File: config.mk
export PLATFORM = sky130hd
export DESIGN_NAME = serial_tx_top
export DESIGN_NICKNAME = d
export VERILOG_FILES = /design/src/include/serial_tx_pkg.sv /design/src/serial_tx_top.sv /design/src/rate_gen.sv
export VERILOG_INCLUDE_DIRS = /design/src /design/src/include
export SDC_FILE = /design/constraint.sdc
export NUM_CORES = 1
export LEC_CHECK = 0
export ABC_AREA = 1
export BUFFER_PORTS_ARGS = -buffer_cell sky130_fd_sc_hd__buf_2
export CORE_MARGIN = 3
export CORE_UTILIZATION = 27
export CTS_BUF_LIST = sky130_fd_sc_hd__clkbuf_4 sky130_fd_sc_hd__clkbuf_8
export DETAILED_ROUTE_END_ITERATION = 10
export PLACE_DENSITY_LB_ADDON = 0.15
export SLEW_MARGIN = 20
export SYNTH_ARGS = -nofsm -noshare
export SYNTH_HDL_FRONTEND = slang
export SYNTH_SLANG_ARGS = --single-unit
File: constraint.sdc
create_clock -name pclk -period 4.6 [get_ports pclk]
set_clock_uncertainty 0.15 [all_clocks]
set_input_delay 0.46 -clock pclk [delete_from_list [all_inputs] [get_ports pclk]]
set_output_delay 0.46 -clock pclk [all_outputs]
set_load 0.05 [all_outputs]
File: src/include/serial_tx_defines.svh
// Register offsets, field positions, reset values and coding constants
// for the transmit framer and rate generator.
// Included by the design modules; definitions only.
`ifndef SERIAL_TX_DEFINES_SVH
`define SERIAL_TX_DEFINES_SVH

`define OFF_FRAME_CTRL  8'h00
`define OFF_RATE_CTRL   8'h04
`define OFF_PORT_CTRL   8'h08
`define OFF_HOLDING     8'h0C
`define OFF_STATUS      8'h10

`define FRAME_CTRL_RST  32'h0000_0000
`define FRAME_CTRL_MASK 32'hFFFF_7FF0
`define RATE_CTRL_RST   32'h2000_0001
`define PORT_CTRL_RST   5'h00

`define FC_DUAL   31
`define FC_LEN2   30:24
`define FC_WID2   23:21
`define FC_COMP   20:19
`define FC_IGN    18
`define FC_DLY    17:16
`define FC_LEN1   14:8
`define FC_WID1   7:5
`define FC_REV    4

`define RG_RESYNC 31
`define RG_EDGE   30
`define RG_MODE   29
`define RG_FSRC   28
`define RG_PER    27:16
`define RG_WID    15:8
`define RG_DIV    7:0

`define PC_TX_EN  0
`define PC_FS_INT 1
`define PC_MIRROR 2
`define PC_RATE_GEN_RESET_N_N 3
`define PC_SYNC_GEN_RESET_N_N 4

`define COMP_NONE 2'h0
`define COMP_LSB  2'h1
`define COMP_MU   2'h2
`define COMP_A    2'h3
`define WID_8     3'h0
`define DLY_MAX   2'h2
`define MU_BIAS   14'h0021
`define MU_CLIP   14'h1FFF
`define A_INVERT  8'h55

`endif

File: src/include/serial_tx_pkg.sv
// Types shared by the transmit framer.
// Assumes the defines header is compiled alongside.
package serial_tx_pkg;
   typedef enum logic [1:0] {TX_IDLE, TX_DELAY, TX_SHIFT} tx_state_e;
endpackage

File: src/serial_tx_top.sv
// Transmit framer of a buffered serial port with its APB register file.
// Assumes an APB master on pclk and serial pins asynchronous to pclk.
// Function
// - Phase bit picks one or two phases.
// - Words per phase are length field plus one.
// - Width code selects 8 to 32 bits.
// - Companding only applies to 8-bit words.
// - Compand code picks MSB, LSB, mu, A.
// - Ignore bit drops syncs inside a frame.
// - First bit follows sync by 0-2 clocks.
// - Reverse bit sends 32-bit words LSB first.
// - Reserved control bits read zero.
// - Resync waits for receive frame sync.
// - Edge select picks external clock edge.
// - Bit clock is input over divider plus one.
// - Mode and mirror bits select input clock.
// - Reset gives internal clock divided by two.
// - Sync on copy or from generator.
// - Sync period is period field plus one.
// - Sync width is width field plus one.
// - Generator sync off until its reset releases.
// - Rate generator held while reset bit low.
//
// Our own choices: the APB interface to the registers and the register offsets.
`timescale 1ns/1ps
`include "serial_tx_defines.svh"
module serial_tx_top
   import serial_tx_pkg::*;
(
   input  wire logic        pclk,
   input  wire logic        presetn,
   input  wire logic        psel,
   input  wire logic        penable,
   input  wire logic        pwrite,
   input  wire logic [7:0]  paddr,
   input  wire logic [31:0] pwdata,
   output logic [31:0]      prdata,
   output logic             pready,
   output logic             pslverr,
   input  wire logic        external_source_clock,
   input  wire logic        receive_clock_pin,
   input  wire logic        transmit_clock_pin,
   input  wire logic        receive_frame_sync_pin,
   input  wire logic        transmit_frame_sync_pin_in,
   output logic             transmit_frame_sync_pin_out,
   output logic             transmit_frame_sync_pin_oe,
   output logic             tx_data_out,
   output logic             tx_data_oe,
   output logic             generated_bit_clock
);
   logic [31:0] transmit_frame_control;
   logic [31:0] rate_generator_control;
   logic [4:0]  port_ctrl;
   logic [31:0] tx_holding_reg;
   logic        holding_full;
   logic [31:0] tx_shift_reg;
   tx_state_e   state;
   logic        phase;
   logic [6:0]  word_left;
   logic [5:0]  bit_left;
   logic [1:0]  dly_cnt;
   logic        fs_pend;
   logic        fsx_s1;
   logic        fsx_s2;
   logic        fsx_d;
   logic        generated_bit_clock_tick;
   logic        fsg_start;
   logic        generated_frame_sync;
   logic [31:0] rd_val;
   logic        hit;
   logic        wr_en;
   logic        tx_enable;
   logic        tx_sync_internal;
   logic        tx_sync_source;
   logic        tx_sync_ignore;
   logic        tx_dual_phase_sel;
   logic [1:0]  tx_first_bit_delay;
   logic        copy_fs;
   logic        fs_event;
   logic        accepted;
   logic        word_end;
   logic        load_now;
   logic [2:0]  load_code;
   logic [31:0] load_word;

   function automatic logic [5:0] width_bits(input logic [2:0] code);
      case (code)
         3'h0:    width_bits = 6'd8;
         3'h1:    width_bits = 6'd12;
         3'h2:    width_bits = 6'd16;
         3'h3:    width_bits = 6'd20;
         3'h4:    width_bits = 6'd24;
         default: width_bits = 6'd32;
      endcase
   endfunction

   function automatic logic [31:0] reverse32(input logic [31:0] d);
      for (int i = 0; i < 32; i++)
         reverse32[i] = d[31 - i];
   endfunction

   // Linear input is the upper bits of a 16-bit two's complement sample.
   function automatic logic [7:0] compress(input logic [15:0] x, input logic alaw);
      logic [14:0] mag;
      logic [13:0] m;
      logic [2:0]  seg;
      logic [3:0]  q;
      logic [13:0] sh;
      mag = x[15] ? ~x[14:0] : x[14:0];
      seg = 3'h0;
      if (!alaw) begin
         m = {1'b0, mag[14:2]} + `MU_BIAS;
         if (m > `MU_CLIP)
            m = `MU_CLIP;
         for (int i = 0; i < 8; i++)
            if (m[i + 5])
               seg = 3'(i);
         sh = m >> (seg + 3'h1);
         q = sh[3:0];
         compress = ~{x[15], seg, q};
      end else begin
         m = {2'b00, mag[14:3]};
         for (int i = 1; i < 8; i++)
            if (m[i + 4])
               seg = 3'(i);
         sh = (seg == 3'h0) ? (m >> 1) : (m >> seg);
         q = sh[3:0];
         compress = {~x[15], seg, q} ^ `A_INVERT;
      end
   endfunction

   // Word is returned left-justified so the shifter always sends bit 31.
   function automatic logic [31:0] prep_word(input logic [31:0] d,
                                             input logic [2:0]  code,
                                             input logic [1:0]  comp,
                                             input logic        rev);
      logic [1:0]  eff;
      logic [31:0] lin;
      eff = (code == `WID_8) ? comp : `COMP_NONE;
      lin = d;
      if (eff == `COMP_MU || eff == `COMP_A)
         lin = {24'h000000, compress(d[15:0], eff == `COMP_A)};
      if (eff == `COMP_LSB || rev)
         prep_word = reverse32(lin);
      else
         prep_word = lin << (6'd32 - width_bits(code));
   endfunction

   always_comb begin
      tx_enable          = port_ctrl[`PC_TX_EN];
      tx_sync_internal   = port_ctrl[`PC_FS_INT];
      tx_sync_source     = rate_generator_control[`RG_FSRC];
      tx_sync_ignore     = transmit_frame_control[`FC_IGN];
      tx_dual_phase_sel  = transmit_frame_control[`FC_DUAL];
      tx_first_bit_delay = transmit_frame_control[`FC_DLY];
      if (tx_first_bit_delay > `DLY_MAX)
         tx_first_bit_delay = `DLY_MAX;
   end

   // APB: one wait state, so every reply comes from registers.
   always_comb begin
      hit    = 1'b1;
      rd_val = 32'h0000_0000;
      if (paddr == `OFF_FRAME_CTRL)
         rd_val = transmit_frame_control;
      else if (paddr == `OFF_RATE_CTRL)
         rd_val = rate_generator_control;
      else if (paddr == `OFF_PORT_CTRL)
         rd_val = {27'h0, port_ctrl};
      else if (paddr == `OFF_HOLDING)
         rd_val = tx_holding_reg;
      else if (paddr == `OFF_STATUS)
         rd_val = {16'h0, 1'b0, word_left, 4'h0, phase,
                   state != TX_IDLE, holding_full, ~holding_full};
      else
         hit = 1'b0;
      wr_en = psel & penable & pready & pwrite & hit;
   end

   always_ff @(posedge pclk or negedge presetn) begin
      if (!presetn) begin
         pready  <= 1'b0;
         pslverr <= 1'b0;
         prdata  <= 32'h0000_0000;
      end else begin
         pready  <= psel & penable & ~pready;
         pslverr <= psel & penable & ~pready & ~hit;
         if (psel && penable && !pready)
            prdata <= pwrite ? 32'h0000_0000 : rd_val;
      end
   end

   always_ff @(posedge pclk or negedge presetn) begin
      if (!presetn) begin
         transmit_frame_control <= `FRAME_CTRL_RST;
         rate_generator_control <= `RATE_CTRL_RST;
         port_ctrl              <= `PORT_CTRL_RST;
      end else if (wr_en) begin
         if (paddr == `OFF_FRAME_CTRL)
            transmit_frame_control <= pwdata & `FRAME_CTRL_MASK;
         else if (paddr == `OFF_RATE_CTRL)
            rate_generator_control <= pwdata;
         else if (paddr == `OFF_PORT_CTRL)
            port_ctrl <= pwdata[4:0];
      end
   end

   // A software write to the holding register beats a copy in the same cycle.
   always_ff @(posedge pclk or negedge presetn) begin
      if (!presetn) begin
         tx_holding_reg <= 32'h0000_0000;
         holding_full   <= 1'b0;
      end else if (wr_en && paddr == `OFF_HOLDING) begin
         tx_holding_reg <= pwdata;
         holding_full   <= 1'b1;
      end else if (load_now) begin
         holding_full <= 1'b0;
      end
   end

   rate_gen u_rate_gen (
      .pclk                   (pclk),
      .presetn                (presetn),
      .external_source_clock  (external_source_clock),
      .receive_clock_pin      (receive_clock_pin),
      .transmit_clock_pin     (transmit_clock_pin),
      .receive_frame_sync_pin (receive_frame_sync_pin),
      .gen_input_mode         (rate_generator_control[`RG_MODE]),
      .clock_mirror_sel       (port_ctrl[`PC_MIRROR]),
      .ext_edge_sel           (rate_generator_control[`RG_EDGE]),
      .gen_resync_en          (rate_generator_control[`RG_RESYNC]),
      .bit_clock_divider      (rate_generator_control[`RG_DIV]),
      .frame_period           (rate_generator_control[`RG_PER]),
      .frame_pulse_width      (rate_generator_control[`RG_WID]),
      .rate_gen_reset_n       (port_ctrl[`PC_RATE_GEN_RESET_N_N]),
      .sync_gen_reset_n       (port_ctrl[`PC_SYNC_GEN_RESET_N_N]),
      .generated_bit_clock_tick              (generated_bit_clock_tick),
      .fsg_start              (fsg_start),
      .generated_bit_clock    (generated_bit_clock),
      .generated_frame_sync   (generated_frame_sync)
   );

   always_ff @(posedge pclk or negedge presetn) begin
      if (!presetn) begin
         fsx_s1 <= 1'b0;
         fsx_s2 <= 1'b0;
         fsx_d  <= 1'b0;
      end else begin
         fsx_s1 <= transmit_frame_sync_pin_in;
         fsx_s2 <= fsx_s1;
         fsx_d  <= fsx_s2;
      end
   end

   // Only a copy that opens a frame raises a sync in copy mode; copies
   // inside a frame continue it instead of restarting it.
   always_comb begin
      copy_fs  = generated_bit_clock_tick & tx_enable & holding_full & (state == TX_IDLE)
                 & tx_sync_internal & ~tx_sync_source;
      if (!tx_sync_internal)
         fs_event = fsx_s2 & ~fsx_d;
      else if (tx_sync_source)
         fs_event = fsg_start;
      else
         fs_event = copy_fs;
      accepted = generated_bit_clock_tick & tx_enable & (fs_event | fs_pend)
                 & ((state == TX_IDLE) | ~tx_sync_ignore);
      word_end = generated_bit_clock_tick & tx_enable & (state == TX_SHIFT)
                 & (bit_left == 6'd0);
      load_now = accepted | (word_end & ((word_left != 7'd0)
                 | (~phase & tx_dual_phase_sel)));
      if (accepted || (word_left != 7'd0 && !phase))
         load_code = transmit_frame_control[`FC_WID1];
      else
         load_code = transmit_frame_control[`FC_WID2];
      load_word = prep_word(tx_holding_reg, load_code,
                            transmit_frame_control[`FC_COMP],
                            transmit_frame_control[`FC_REV]);
   end

   // Syncs arriving between bit clock ticks wait here; a new one wins.
   always_ff @(posedge pclk or negedge presetn) begin
      if (!presetn)
         fs_pend <= 1'b0;
      else if (fs_event && !generated_bit_clock_tick && tx_enable)
         fs_pend <= 1'b1;
      else if (generated_bit_clock_tick || !tx_enable)
         fs_pend <= 1'b0;
   end

   always_ff @(posedge pclk or negedge presetn) begin
      if (!presetn) begin
         state        <= TX_IDLE;
         phase        <= 1'b0;
         word_left    <= 7'd0;
         bit_left     <= 6'd0;
         dly_cnt      <= 2'd0;
         tx_shift_reg <= 32'h0000_0000;
         tx_data_out  <= 1'b0;
         tx_data_oe   <= 1'b0;
      end else if (!tx_enable) begin
         state      <= TX_IDLE;
         tx_data_oe <= 1'b0;
      end else if (accepted) begin
         phase     <= 1'b0;
         word_left <= transmit_frame_control[`FC_LEN1];
         bit_left  <= width_bits(load_code) - 6'd1;
         if (tx_first_bit_delay == 2'd0) begin
            state        <= TX_SHIFT;
            tx_data_out  <= load_word[31];
            tx_data_oe   <= 1'b1;
            tx_shift_reg <= load_word << 1;
         end else begin
            // A restart inside a frame must release the pin during the delay.
            state        <= TX_DELAY;
            dly_cnt      <= tx_first_bit_delay - 2'd1;
            tx_data_oe   <= 1'b0;
            tx_shift_reg <= load_word;
         end
      end else if (generated_bit_clock_tick) begin
         case (state)
            TX_DELAY: begin
               if (dly_cnt == 2'd0) begin
                  state        <= TX_SHIFT;
                  tx_data_out  <= tx_shift_reg[31];
                  tx_data_oe   <= 1'b1;
                  tx_shift_reg <= tx_shift_reg << 1;
               end else begin
                  dly_cnt <= dly_cnt - 2'd1;
               end
            end
            TX_SHIFT: begin
               if (bit_left != 6'd0) begin
                  tx_data_out  <= tx_shift_reg[31];
                  tx_shift_reg <= tx_shift_reg << 1;
                  bit_left     <= bit_left - 6'd1;
               end else if (load_now) begin
                  if (word_left != 7'd0) begin
                     word_left <= word_left - 7'd1;
                  end else begin
                     phase     <= 1'b1;
                     word_left <= transmit_frame_control[`FC_LEN2];
                  end
                  tx_data_out  <= load_word[31];
                  tx_shift_reg <= load_word << 1;
                  bit_left     <= width_bits(load_code) - 6'd1;
               end else begin
                  state      <= TX_IDLE;
                  tx_data_oe <= 1'b0;
               end
            end
            default: begin
               tx_data_oe <= 1'b0;
            end
         endcase
      end
   end

   // Copy mode drives the pin high for one bit clock per opening copy.
   always_ff @(posedge pclk or negedge presetn) begin
      if (!presetn)
         transmit_frame_sync_pin_out <= 1'b0;
      else if (tx_sync_source)
         transmit_frame_sync_pin_out <= generated_frame_sync;
      else if (generated_bit_clock_tick)
         transmit_frame_sync_pin_out <= copy_fs;
   end

   always_ff @(posedge pclk or negedge presetn) begin
      if (!presetn)
         transmit_frame_sync_pin_oe <= 1'b0;
      else
         transmit_frame_sync_pin_oe <= tx_sync_internal;
   end
endmodule

File: src/rate_gen.sv
// Rate generator: input clock selection, bit clock divider and frame sync.
// Assumes pin inputs are asynchronous to pclk and much slower than it.
`timescale 1ns/1ps
`include "serial_tx_defines.svh"
module rate_gen (
   input  wire logic        pclk,
   input  wire logic        presetn,
   input  wire logic        external_source_clock,
   input  wire logic        receive_clock_pin,
   input  wire logic        transmit_clock_pin,
   input  wire logic        receive_frame_sync_pin,
   input  wire logic        gen_input_mode,
   input  wire logic        clock_mirror_sel,
   input  wire logic        ext_edge_sel,
   input  wire logic        gen_resync_en,
   input  wire logic [7:0]  bit_clock_divider,
   input  wire logic [11:0] frame_period,
   input  wire logic [7:0]  frame_pulse_width,
   input  wire logic        rate_gen_reset_n,
   input  wire logic        sync_gen_reset_n,
   output logic             generated_bit_clock_tick,
   output logic             fsg_start,
   output logic             generated_bit_clock,
   output logic             generated_frame_sync
);
   logic [3:0]  pin_s1;
   logic [3:0]  pin_s2;
   logic        src_d;
   logic        rfs_d;
   logic [7:0]  div_cnt;
   logic [11:0] per_cnt;
   logic [7:0]  wid_cnt;
   logic        src;
   logic        internal;
   logic        in_tick;
   logic        rfs_rise;
   logic        resync;
   logic        tick_now;
   logic        fire;
   logic [7:0]  next_div;

   always_ff @(posedge pclk or negedge presetn) begin
      if (!presetn) begin
         pin_s1 <= 4'h0;
         pin_s2 <= 4'h0;
         src_d  <= 1'b0;
         rfs_d  <= 1'b0;
      end else begin
         pin_s1 <= {receive_frame_sync_pin, transmit_clock_pin,
                    receive_clock_pin, external_source_clock};
         pin_s2 <= pin_s1;
         src_d  <= src;
         rfs_d  <= pin_s2[3];
      end
   end

   always_comb begin
      internal = gen_input_mode & ~clock_mirror_sel;
      if (gen_input_mode)
         src = pin_s2[2];
      else if (clock_mirror_sel)
         src = pin_s2[1];
      else
         src = pin_s2[0];
      in_tick  = internal | (ext_edge_sel ? (src_d & ~src) : (~src_d & src));
      rfs_rise = pin_s2[3] & ~rfs_d;
      resync   = ~gen_input_mode & gen_resync_en;
      tick_now = (resync & rfs_rise) | (in_tick & (div_cnt == bit_clock_divider));
      fire     = resync ? rfs_rise : (tick_now & (per_cnt == 12'h000));
      next_div = (tick_now | (resync & rfs_rise)) ? 8'h00 : div_cnt + 8'h01;
   end

   // A divider of zero passes the source through as ticks, but the level
   // output then stays high because pclk itself cannot be mirrored.
   always_ff @(posedge pclk or negedge presetn) begin
      if (!presetn) begin
         div_cnt             <= 8'h00;
         generated_bit_clock_tick           <= 1'b0;
         generated_bit_clock <= 1'b0;
      end else if (!rate_gen_reset_n) begin
         div_cnt             <= 8'h00;
         generated_bit_clock_tick           <= 1'b0;
         generated_bit_clock <= 1'b0;
      end else begin
         generated_bit_clock_tick <= tick_now;
         if (in_tick | (resync & rfs_rise)) begin
            div_cnt             <= next_div;
            generated_bit_clock <= next_div <= (bit_clock_divider >> 1);
         end
      end
   end

   always_ff @(posedge pclk or negedge presetn) begin
      if (!presetn) begin
         per_cnt              <= 12'h000;
         wid_cnt              <= 8'h00;
         fsg_start            <= 1'b0;
         generated_frame_sync <= 1'b0;
      end else if (!rate_gen_reset_n || !sync_gen_reset_n) begin
         per_cnt              <= frame_period;
         wid_cnt              <= 8'h00;
         fsg_start            <= 1'b0;
         generated_frame_sync <= 1'b0;
      end else begin
         fsg_start <= fire;
         if (fire) begin
            per_cnt              <= frame_period;
            wid_cnt              <= frame_pulse_width;
            generated_frame_sync <= 1'b1;
         end else if (tick_now) begin
            if (!resync)
               per_cnt <= per_cnt - 12'h001;
            if (generated_frame_sync) begin
               if (wid_cnt == 8'h00)
                  generated_frame_sync <= 1'b0;
               else
                  wid_cnt <= wid_cnt - 8'h01;
            end
         end
      end
   end
endmodule

### Word-level counts from Yosys, hierarchy flattened

Index checks and enable logic that the tools add are counted.

| cells by class | value |
|---|---|
| reduce and logical (&&, ||, !) cells | 53 |
| magnitude comparators | 3 |
| muxes and demuxes | 135 |
| bitwise gates (word level) | 52 |
| equal/unequal tests | 29 |
| $add $sub $neg | 12 |
| shift operators | 3 |

Operator list:

| cell | count |
|---|---|
| 2-to-1 mux 32 bit | 13 |
| 2-to-1 mux 6 bit | 14 |
| 2-to-1 mux 8 bit | 9 |
| one-hot mux 32 bit (2 select lines) | 1 |
| 2-to-1 mux 12 bit | 4 |
| 2-to-1 mux 3 bit | 16 |
| 2-to-1 mux 1 bit | 47 |
| 2-to-1 mux 14 bit | 3 |
| 2-to-1 mux 7 bit | 6 |
| << shifter 32 x 6 -> 32 bit | 1 |
| 2-to-1 mux 15 bit | 2 |
| 2-to-1 mux 2 bit | 15 |
| one-hot mux 6 bit (5 select lines) | 1 |
| bitwise AND 1 bit | 26 |
| AND reduction 5 bit | 4 |
| subtractor 6 x 1 -> 6 bit, second input constant | 3 |
| equality test 8 x 4 -> 1 bit, second input constant | 2 |
| logical NOT 8 bit | 2 |
| nonzero test 2 bit | 8 |
| inverter 1 bit | 15 |
| inverter 15 bit | 1 |
| adder 13 x 6 -> 14 bit, second input constant | 1 |
| greater-than comparator 14 x 13 -> 1 bit, second input constant | 1 |
| right shift 14 x 3 -> 4 bit | 1 |
| other kinds (45) | 91 |

| storage, ports and cells | value |
|---|---|
| output and inout bits | 39 |
| logic and storage cells | 320 |
| register bits after elaboration | 231 |
| bits of input ports | 50 |

### Logic depth before layout (Yosys ltp)

| depth | value |
|---|---|
| depth after elaboration | 38 |
| mapped depth | 37 |
| mapped depth without buffers | 34 |

### Cells and area by module

Synthesis repeated with hierarchy kept, for this count alone.

| second synthesis, totals | value |
|---|---|
| cells, all modules | 2,076 |
| area total of the unflattened synthesis | 14,669.1 µm² |

By module, submodules not included:

| module | sequential area each (µm²) | cells each | instances | area an instance (µm²) |
|---|---|---|---|---|
| serial_tx_top | 4,732.0 | 1,684 | 1 | 11,801.3 |
| rate_gen | 1,051.0 | 392 | 1 | 2,867.8 |

### Worst setup path before layout

No wires, ideal clock.

| path | value |
|---|---|
| kind | register to register |
| start point | reg tx_holding_reg[15] |
| end point | reg tx_shift_reg[16] |
| required time | 4.326 ns |
| slack | 0.974 ns |
| data arrival time | 3.352 ns |
| stages on the path, launching flop included | 37 |
| setup time | 0.124 ns |
| clock period less this slack | 3.626 ns |
| path buffers | 4 |
| cells stage by stage | dfrtp_1 > buf_6 > buf_12 > nand2_1 > nand2_2 > ha_1 > nand2_1 > nor2_1 > nand2_1 > nand2_2 > nand2_1 > nand2_1 > nor2_2 > nand2_1 > nand2_1 > nand2_2 > nand2_4 > nand2_4 > buf_8 > ha_1 > buf_2 > inv_1 > nand3_1 > nand2_1 > nand2_1 > nand2_1 > nand2_1 > nand2_1 > nand3_1 > nand3_1 > nand2_1 > nand2_1 > nand2_1 > nand2_1 > nand2_1 > nand2_1 > nand2_1 |

| between the ends | value |
|---|---|
| word-level cells in the longest chain between the ends | 27 |
| elaborated cells between the ends (all ways) | 42 |
| classes of those cells | add/sub: 2; order compare: 1; shift: 3; mux: 32; bitwise: 3; reduce/logical: 1 |

Ends and longest elaborated chain:

| what | line | text |
|---|---|---|
| start: declaration | serial_tx_top.sv:54 | `logic [31:0] tx_holding_reg;` |
| start signal: assignment | serial_tx_top.sv:214 | `tx_holding_reg <= pwdata;` |
| 2-to-1 mux 15 bit | serial_tx_top.sv:109 | `mag = x[15] ? ~x[14:0] : x[14:0];` |
| adder 13 x 6 -> 14 bit (no source line) | -- |  |
| greater-than comparator 14 x 13 -> 1 bit (no source line) | -- |  |
| 2-to-1 mux 14 bit | serial_tx_top.sv:113 | `` if (m > `MU_CLIP) `` |
| 2-to-1 mux 14 bit | serial_tx_top.sv:111 | `if (!alaw) begin` |
| 2-to-1 mux 14 bit | serial_tx_top.sv:141 | `` if (eff == `COMP_MU \|\| eff == `COMP_A) `` |
| 2-to-1 mux 1 bit | serial_tx_top.sv:116 | `if (m[i + 5])` |
| 2-to-1 mux 3 bit (6 in a row) | serial_tx_top.sv:116 |  |
| [... 6 more ...] | -- |  |
| 2-to-1 mux 32 bit (*) | serial_tx_top.sv:141 |  |
| << shifter 32 x 6 -> 32 bit | serial_tx_top.sv:146 | `prep_word = lin << (6'd32 - width_bits(code));` |
| 2-to-1 mux 32 bit (*) | serial_tx_top.sv:143 | `` if (eff == `COMP_LSB \|\| rev) `` |
| 2-to-1 mux 32 bit | serial_tx_top.sv:337 | `end else if (load_now) begin` |
| 2-to-1 mux 32 bit | serial_tx_top.sv:333 | `if (bit_left != 6'd0) begin` |
| one-hot mux 32 bit (2 select lines) | serial_tx_top.sv:321 | `case (state)` |
| 2-to-1 mux 32 bit | serial_tx_top.sv:320 | `end else if (generated_bit_clock_tick) begin` |
| 2-to-1 mux 32 bit (*) | serial_tx_top.sv:304 | `end else if (accepted) begin` |
| end signal: assignment | serial_tx_top.sv:318 | `tx_shift_reg <= load_word;` |
| end signal: assignment | serial_tx_top.sv:327 | `tx_shift_reg <= tx_shift_reg << 1;` |
| end signal: assignment | serial_tx_top.sv:335 | `tx_shift_reg <= tx_shift_reg << 1;` |
| end: declaration | serial_tx_top.sv:56 | `logic [31:0] tx_shift_reg;` |

Mark *: on every way between the ends. The rest lies on a longest branch, timed or not. The select of a mux whose other input is x is not followed.
A chain may end at the register's enable or synchronous reset.

### Worst setup path in the final report

| path | value |
|---|---|
| start point | reg word_left[0] |
| end point | reg tx_shift_reg[23] |

| between the ends | value |
|---|---|
| word-level cells in the longest chain between the ends | 16 |
| elaborated cells between the ends (all ways) | 33 |
| classes of those cells | add/sub: 1; eq/ne: 8; shift: 1; mux: 13; bitwise: 3; reduce/logical: 7 |

Ends and longest elaborated chain:

| what | line | text |
|---|---|---|
| start: declaration | serial_tx_top.sv:59 | `logic [6:0] word_left;` |
| start signal: assignment | serial_tx_top.sv:306 | `` word_left <= transmit_frame_control[`FC_LEN1]; `` |
| start signal: assignment | serial_tx_top.sv:339 | `word_left <= word_left - 7'd1;` |
| start signal: assignment | serial_tx_top.sv:342 | `` word_left <= transmit_frame_control[`FC_LEN2]; `` |
| nonzero test 7 bit (*) | serial_tx_top.sv:270, serial_tx_top.sv:272 |  |
| branches (longest 15 deep; another with subtractor 6 bit) | -- |  |

Every way passes the cells marked *. The select of a mux whose other input is x is not followed.

==> summary.txt <==
Outcome
  – Status: completed

Synth
  – Synth Register Bits: 231
  – Synth Cell Area: 14,100 um2
  – Yosys Warn Count: 0
  – Mean Syn Cell Area: 7.21 um2
  – Mapped Cells: 1,955
  – Synth Flop Type: dfrtp_1
  – Async S/R FF share, synth: 100%
  – EDFF count, synth: 0
  – Post-synthesis sequential area ratio: 41.0%
  – Mapped Nets: 2,024
  – Synth cell types: 58

Critical path
  – Worst reg2reg setup slack: 0.40 ns
  – R2r startpoint: word_left[0]
  – Slowest cell on the critical path: dfrtp_1
  – Required @ worst endpoint: 4.94 ns
  – Setup crit end kind: flip-flop
  – CP max stage delay: 0.40 ns
  – Crit path top cell by count: nand2_1
  – Worst reg2reg endpoint: tx_shift_reg[23]
  – Worst Setup EP: tx_shift_reg[23]
  – Critical path startpoint: word_left[0]
  – R2R cell count: 29
  – Worst Path Arrival: 4.54 ns
  – WS Path Type: reg -> reg
  – CP max FO: 23
  – Startpoint Class: flip-flop

Timing
  – Final hold slack: 0.0373 ns
  – Fin. Hold Viols: 0
  – Rel. slew slack: 38.7%
  – Worst-Margin Slew: 0.917 ns
  – Fin crit share: 91.2%
  – Count of pins over their slew limit: 0
  – RSZ-0062 raised after global routing: false
  – FMAX: 0.238 GHz
  – Final Setup Violations: 0
  – Fin crit period: 4.20 ns
  – Setup TNS: 0 ns

Global route
  – Vias in the first global route: 13,400
  – First-pass GRT wire length: 81,500 um
  – GRT Residual Overflow: 0
  – Gr usage total: 19.3%
  – Largest net degree at the start of global routing: 82
  – Initial antenna violation count: 1

Power and ir drop
  – Leakage power: 7.91 nW
  – Gate power share: 28.3%
  – Flop pwr share: 37.7%
  – Clk pwr share: 34.1%
  – Peak VDD IR: 0.251 mV
  – Cell-internal power: 4.31 mW
  – Switching Fraction: 35.7%
  – Sw power: 2.40 mW
  – Pwr dens: 404 nW/um2

Clock tree
  – CTS tree: built
  – Clk slew on worst S/H paths: 0.06 ns
  – Clock buffer count from CTS: 45
  – Clock sink total: 231
  – H-tree depth: 2
  – Clock tree buffer depth: 3
  – Root Buffer Master: clkbuf_8
  – Worst-Skew Late Latency: 0.62 ns

Min path
  – Worst hold path depth: 3
  – Hold Path Class: in -> reg
  – HP Start: pwdata[8]

Die
  – Total die area: 55,000 um2
  – Site row count: 83
  – Core footprint: 51,500 um2
  – Die X-Extent: 235 um
  – Ports: 89
  – Die height: 235 um
  – Initial Utilization: 27.4%

Drt
  – Average wire per standard cell: 18.9 um
  – DR vias: 13,600
  – DRC violations left: 0
  – Detail Route Antenna Nets: 0
  – Via/cell ratio: 4.88
  – Drt pass-1 iters: 5
  – Routed WL: 52,600 um
  – 1st-iter DRT viols: 827

Layout
  – Final design utilization: 32.2%
  – Final non-filler cell area: 16,600 um2
  – Ant diodes: 0
  – Share of cells above drive strength 1: 13.8%
  – Synth-to-Final Area Change: 17.8%
  – Nets: 2,141

Flow run
  – Max_cap viols: 0

Placement
  – Hpwl dp: 39,500 um
  – DP Area: 15,300 um2
  – Port-buffer cells: 88
  – Gp weighted congestion: 0.925
[layer usage]
metal	global-route usage [%]	up-vias	part of all wire (%)	wire, um
met3	2.92	74	4.2	2190
met1	27.0	6545	48	25000
met2	31.3	314	46	24300
met4	4.71	2	2.0	1050
met5	0	-	0.019	10
li1	-	6650	-	-
[cell usage after synthesis (all sizes together) (2+ instances only)]
cell	number	area share (%)
or2	6	0.27
a22o	2	0.12
a32o	5	0.36
nand2	575	16
clkbuf	55	1.5
a21boi	4	0.21
a221oi	8	0.50
inv	245	6.5
dfrtp	229	41
a21o	3	0.16
nand3	113	4.2
nor3	19	0.75
xor2	29	2.0
a21oi	79	3.0
nand4	9	0.40
o22ai	35	1.6
a31oi	7	0.31
o31ai	11	0.59
o221ai	15	0.93
dfstp	2	0.37
xnor2	5	0.44
nor2	149	4.4
clkinv	3	0.089
buf	27	1.3
a22oi	34	1.8
o21ai	240	8.6
ha	19	1.7
o211ai	18	0.96
[kinds of logic after synthesis]
| group | synth area share [%] |
|---|---|
| buffers and inverters | 9.42 |
| AOI/OAI and AO/OA | 19.5 |
| xor gates and xnor gates | 2.41 |
| DFF | 41.0 |
| and+or+nand+nor | 25.9 |
| adders and majority gates | 1.69 |
[placed cells by master (no fill, tap or decap), types with 16 or more instances in the layout]
master         instances
xor2_1                25
a21oi_1               77
nor2_1               133
inv_1                235
nand2_1              548
buf_2                 87
a22oi_1               34
ha_1                  18
dfrtp_1              228
dlygate4sd3_1         22
nor3_1                16
nand3_1              108
nand2_2               24
o21ai_1               17
clkbuf_8              58
buf_4                 39
o211ai_1              18
o22ai_1               33
o21ai_0              219
[through the flow]
stage               total power [mW]  std cells  setup slack, ns
floorplan                       3.90       1955            0.974
global placement                4.42       2678            0.376
detailed placement              4.43       2678            0.343
CTS                             6.78       2777            0.290
global route                    7.17       2782           0.0217
finish                          6.71       2782            0.404
[how the worst min path moves through the flow]
stage	to	slack, ns
after floorplan	bit_left[0]	0.01
after global placement	u_rate_gen.pin_s2[3]	0.19
after detailed placement	u_rate_gen.pin_s2[1]	0.19
after CTS	rate_generator_control[21]	0.003
after global routing	rate_generator_control[8]	0.02
final	transmit_frame_control[8]	0.04
[layout make-up]
type	count	area (um2)
clock buffers	66	858
clock inverters	11	120
fillers	5704	34900
inverters	248	940
multi-input cells	1394	7050
flip-flops and latches	231	5780
well taps	680	851
repair buffers	152	1010
[timing repair]
action / in CTS / in global routing
endpoints found under the setup margin: 0 / 33
buffers inserted: 0 / 5
endpoints found under the hold margin: 81 / 0
hold buffers: 22 / 0
resized for setup: 0 / 12
[critical path: cells and delay by family (launching register included)]
family | cells | cell delay, ns
flip-flops | 1 | 0.40
adder cells (fa/ha/maj) | 1 | 0.17
AO/OA/AOI/OAI | 3 | 0.50
AND/OR/NAND/NOR | 19 | 2.19
buffers and inverters | 6 | 0.64
[power by group through the flow]
| stage | combinational (mW) | clock (mW) | sequential [mW] |
|---|---|---|---|
| 6_report | 1.90 | 2.28 | 2.53 |
| 5_1_grt | 2.15 | 2.45 | 2.56 |
| 4_1_cts | 1.90 | 2.36 | 2.52 |
| 3_5_place_dp | 1.88 | 0 | 2.55 |
| 3_3_place_gp | 1.87 | 0 | 2.55 |
| 2_1_floorplan | 1.35 | 0 | 2.55 |
(Power assumes the default switching activity.)
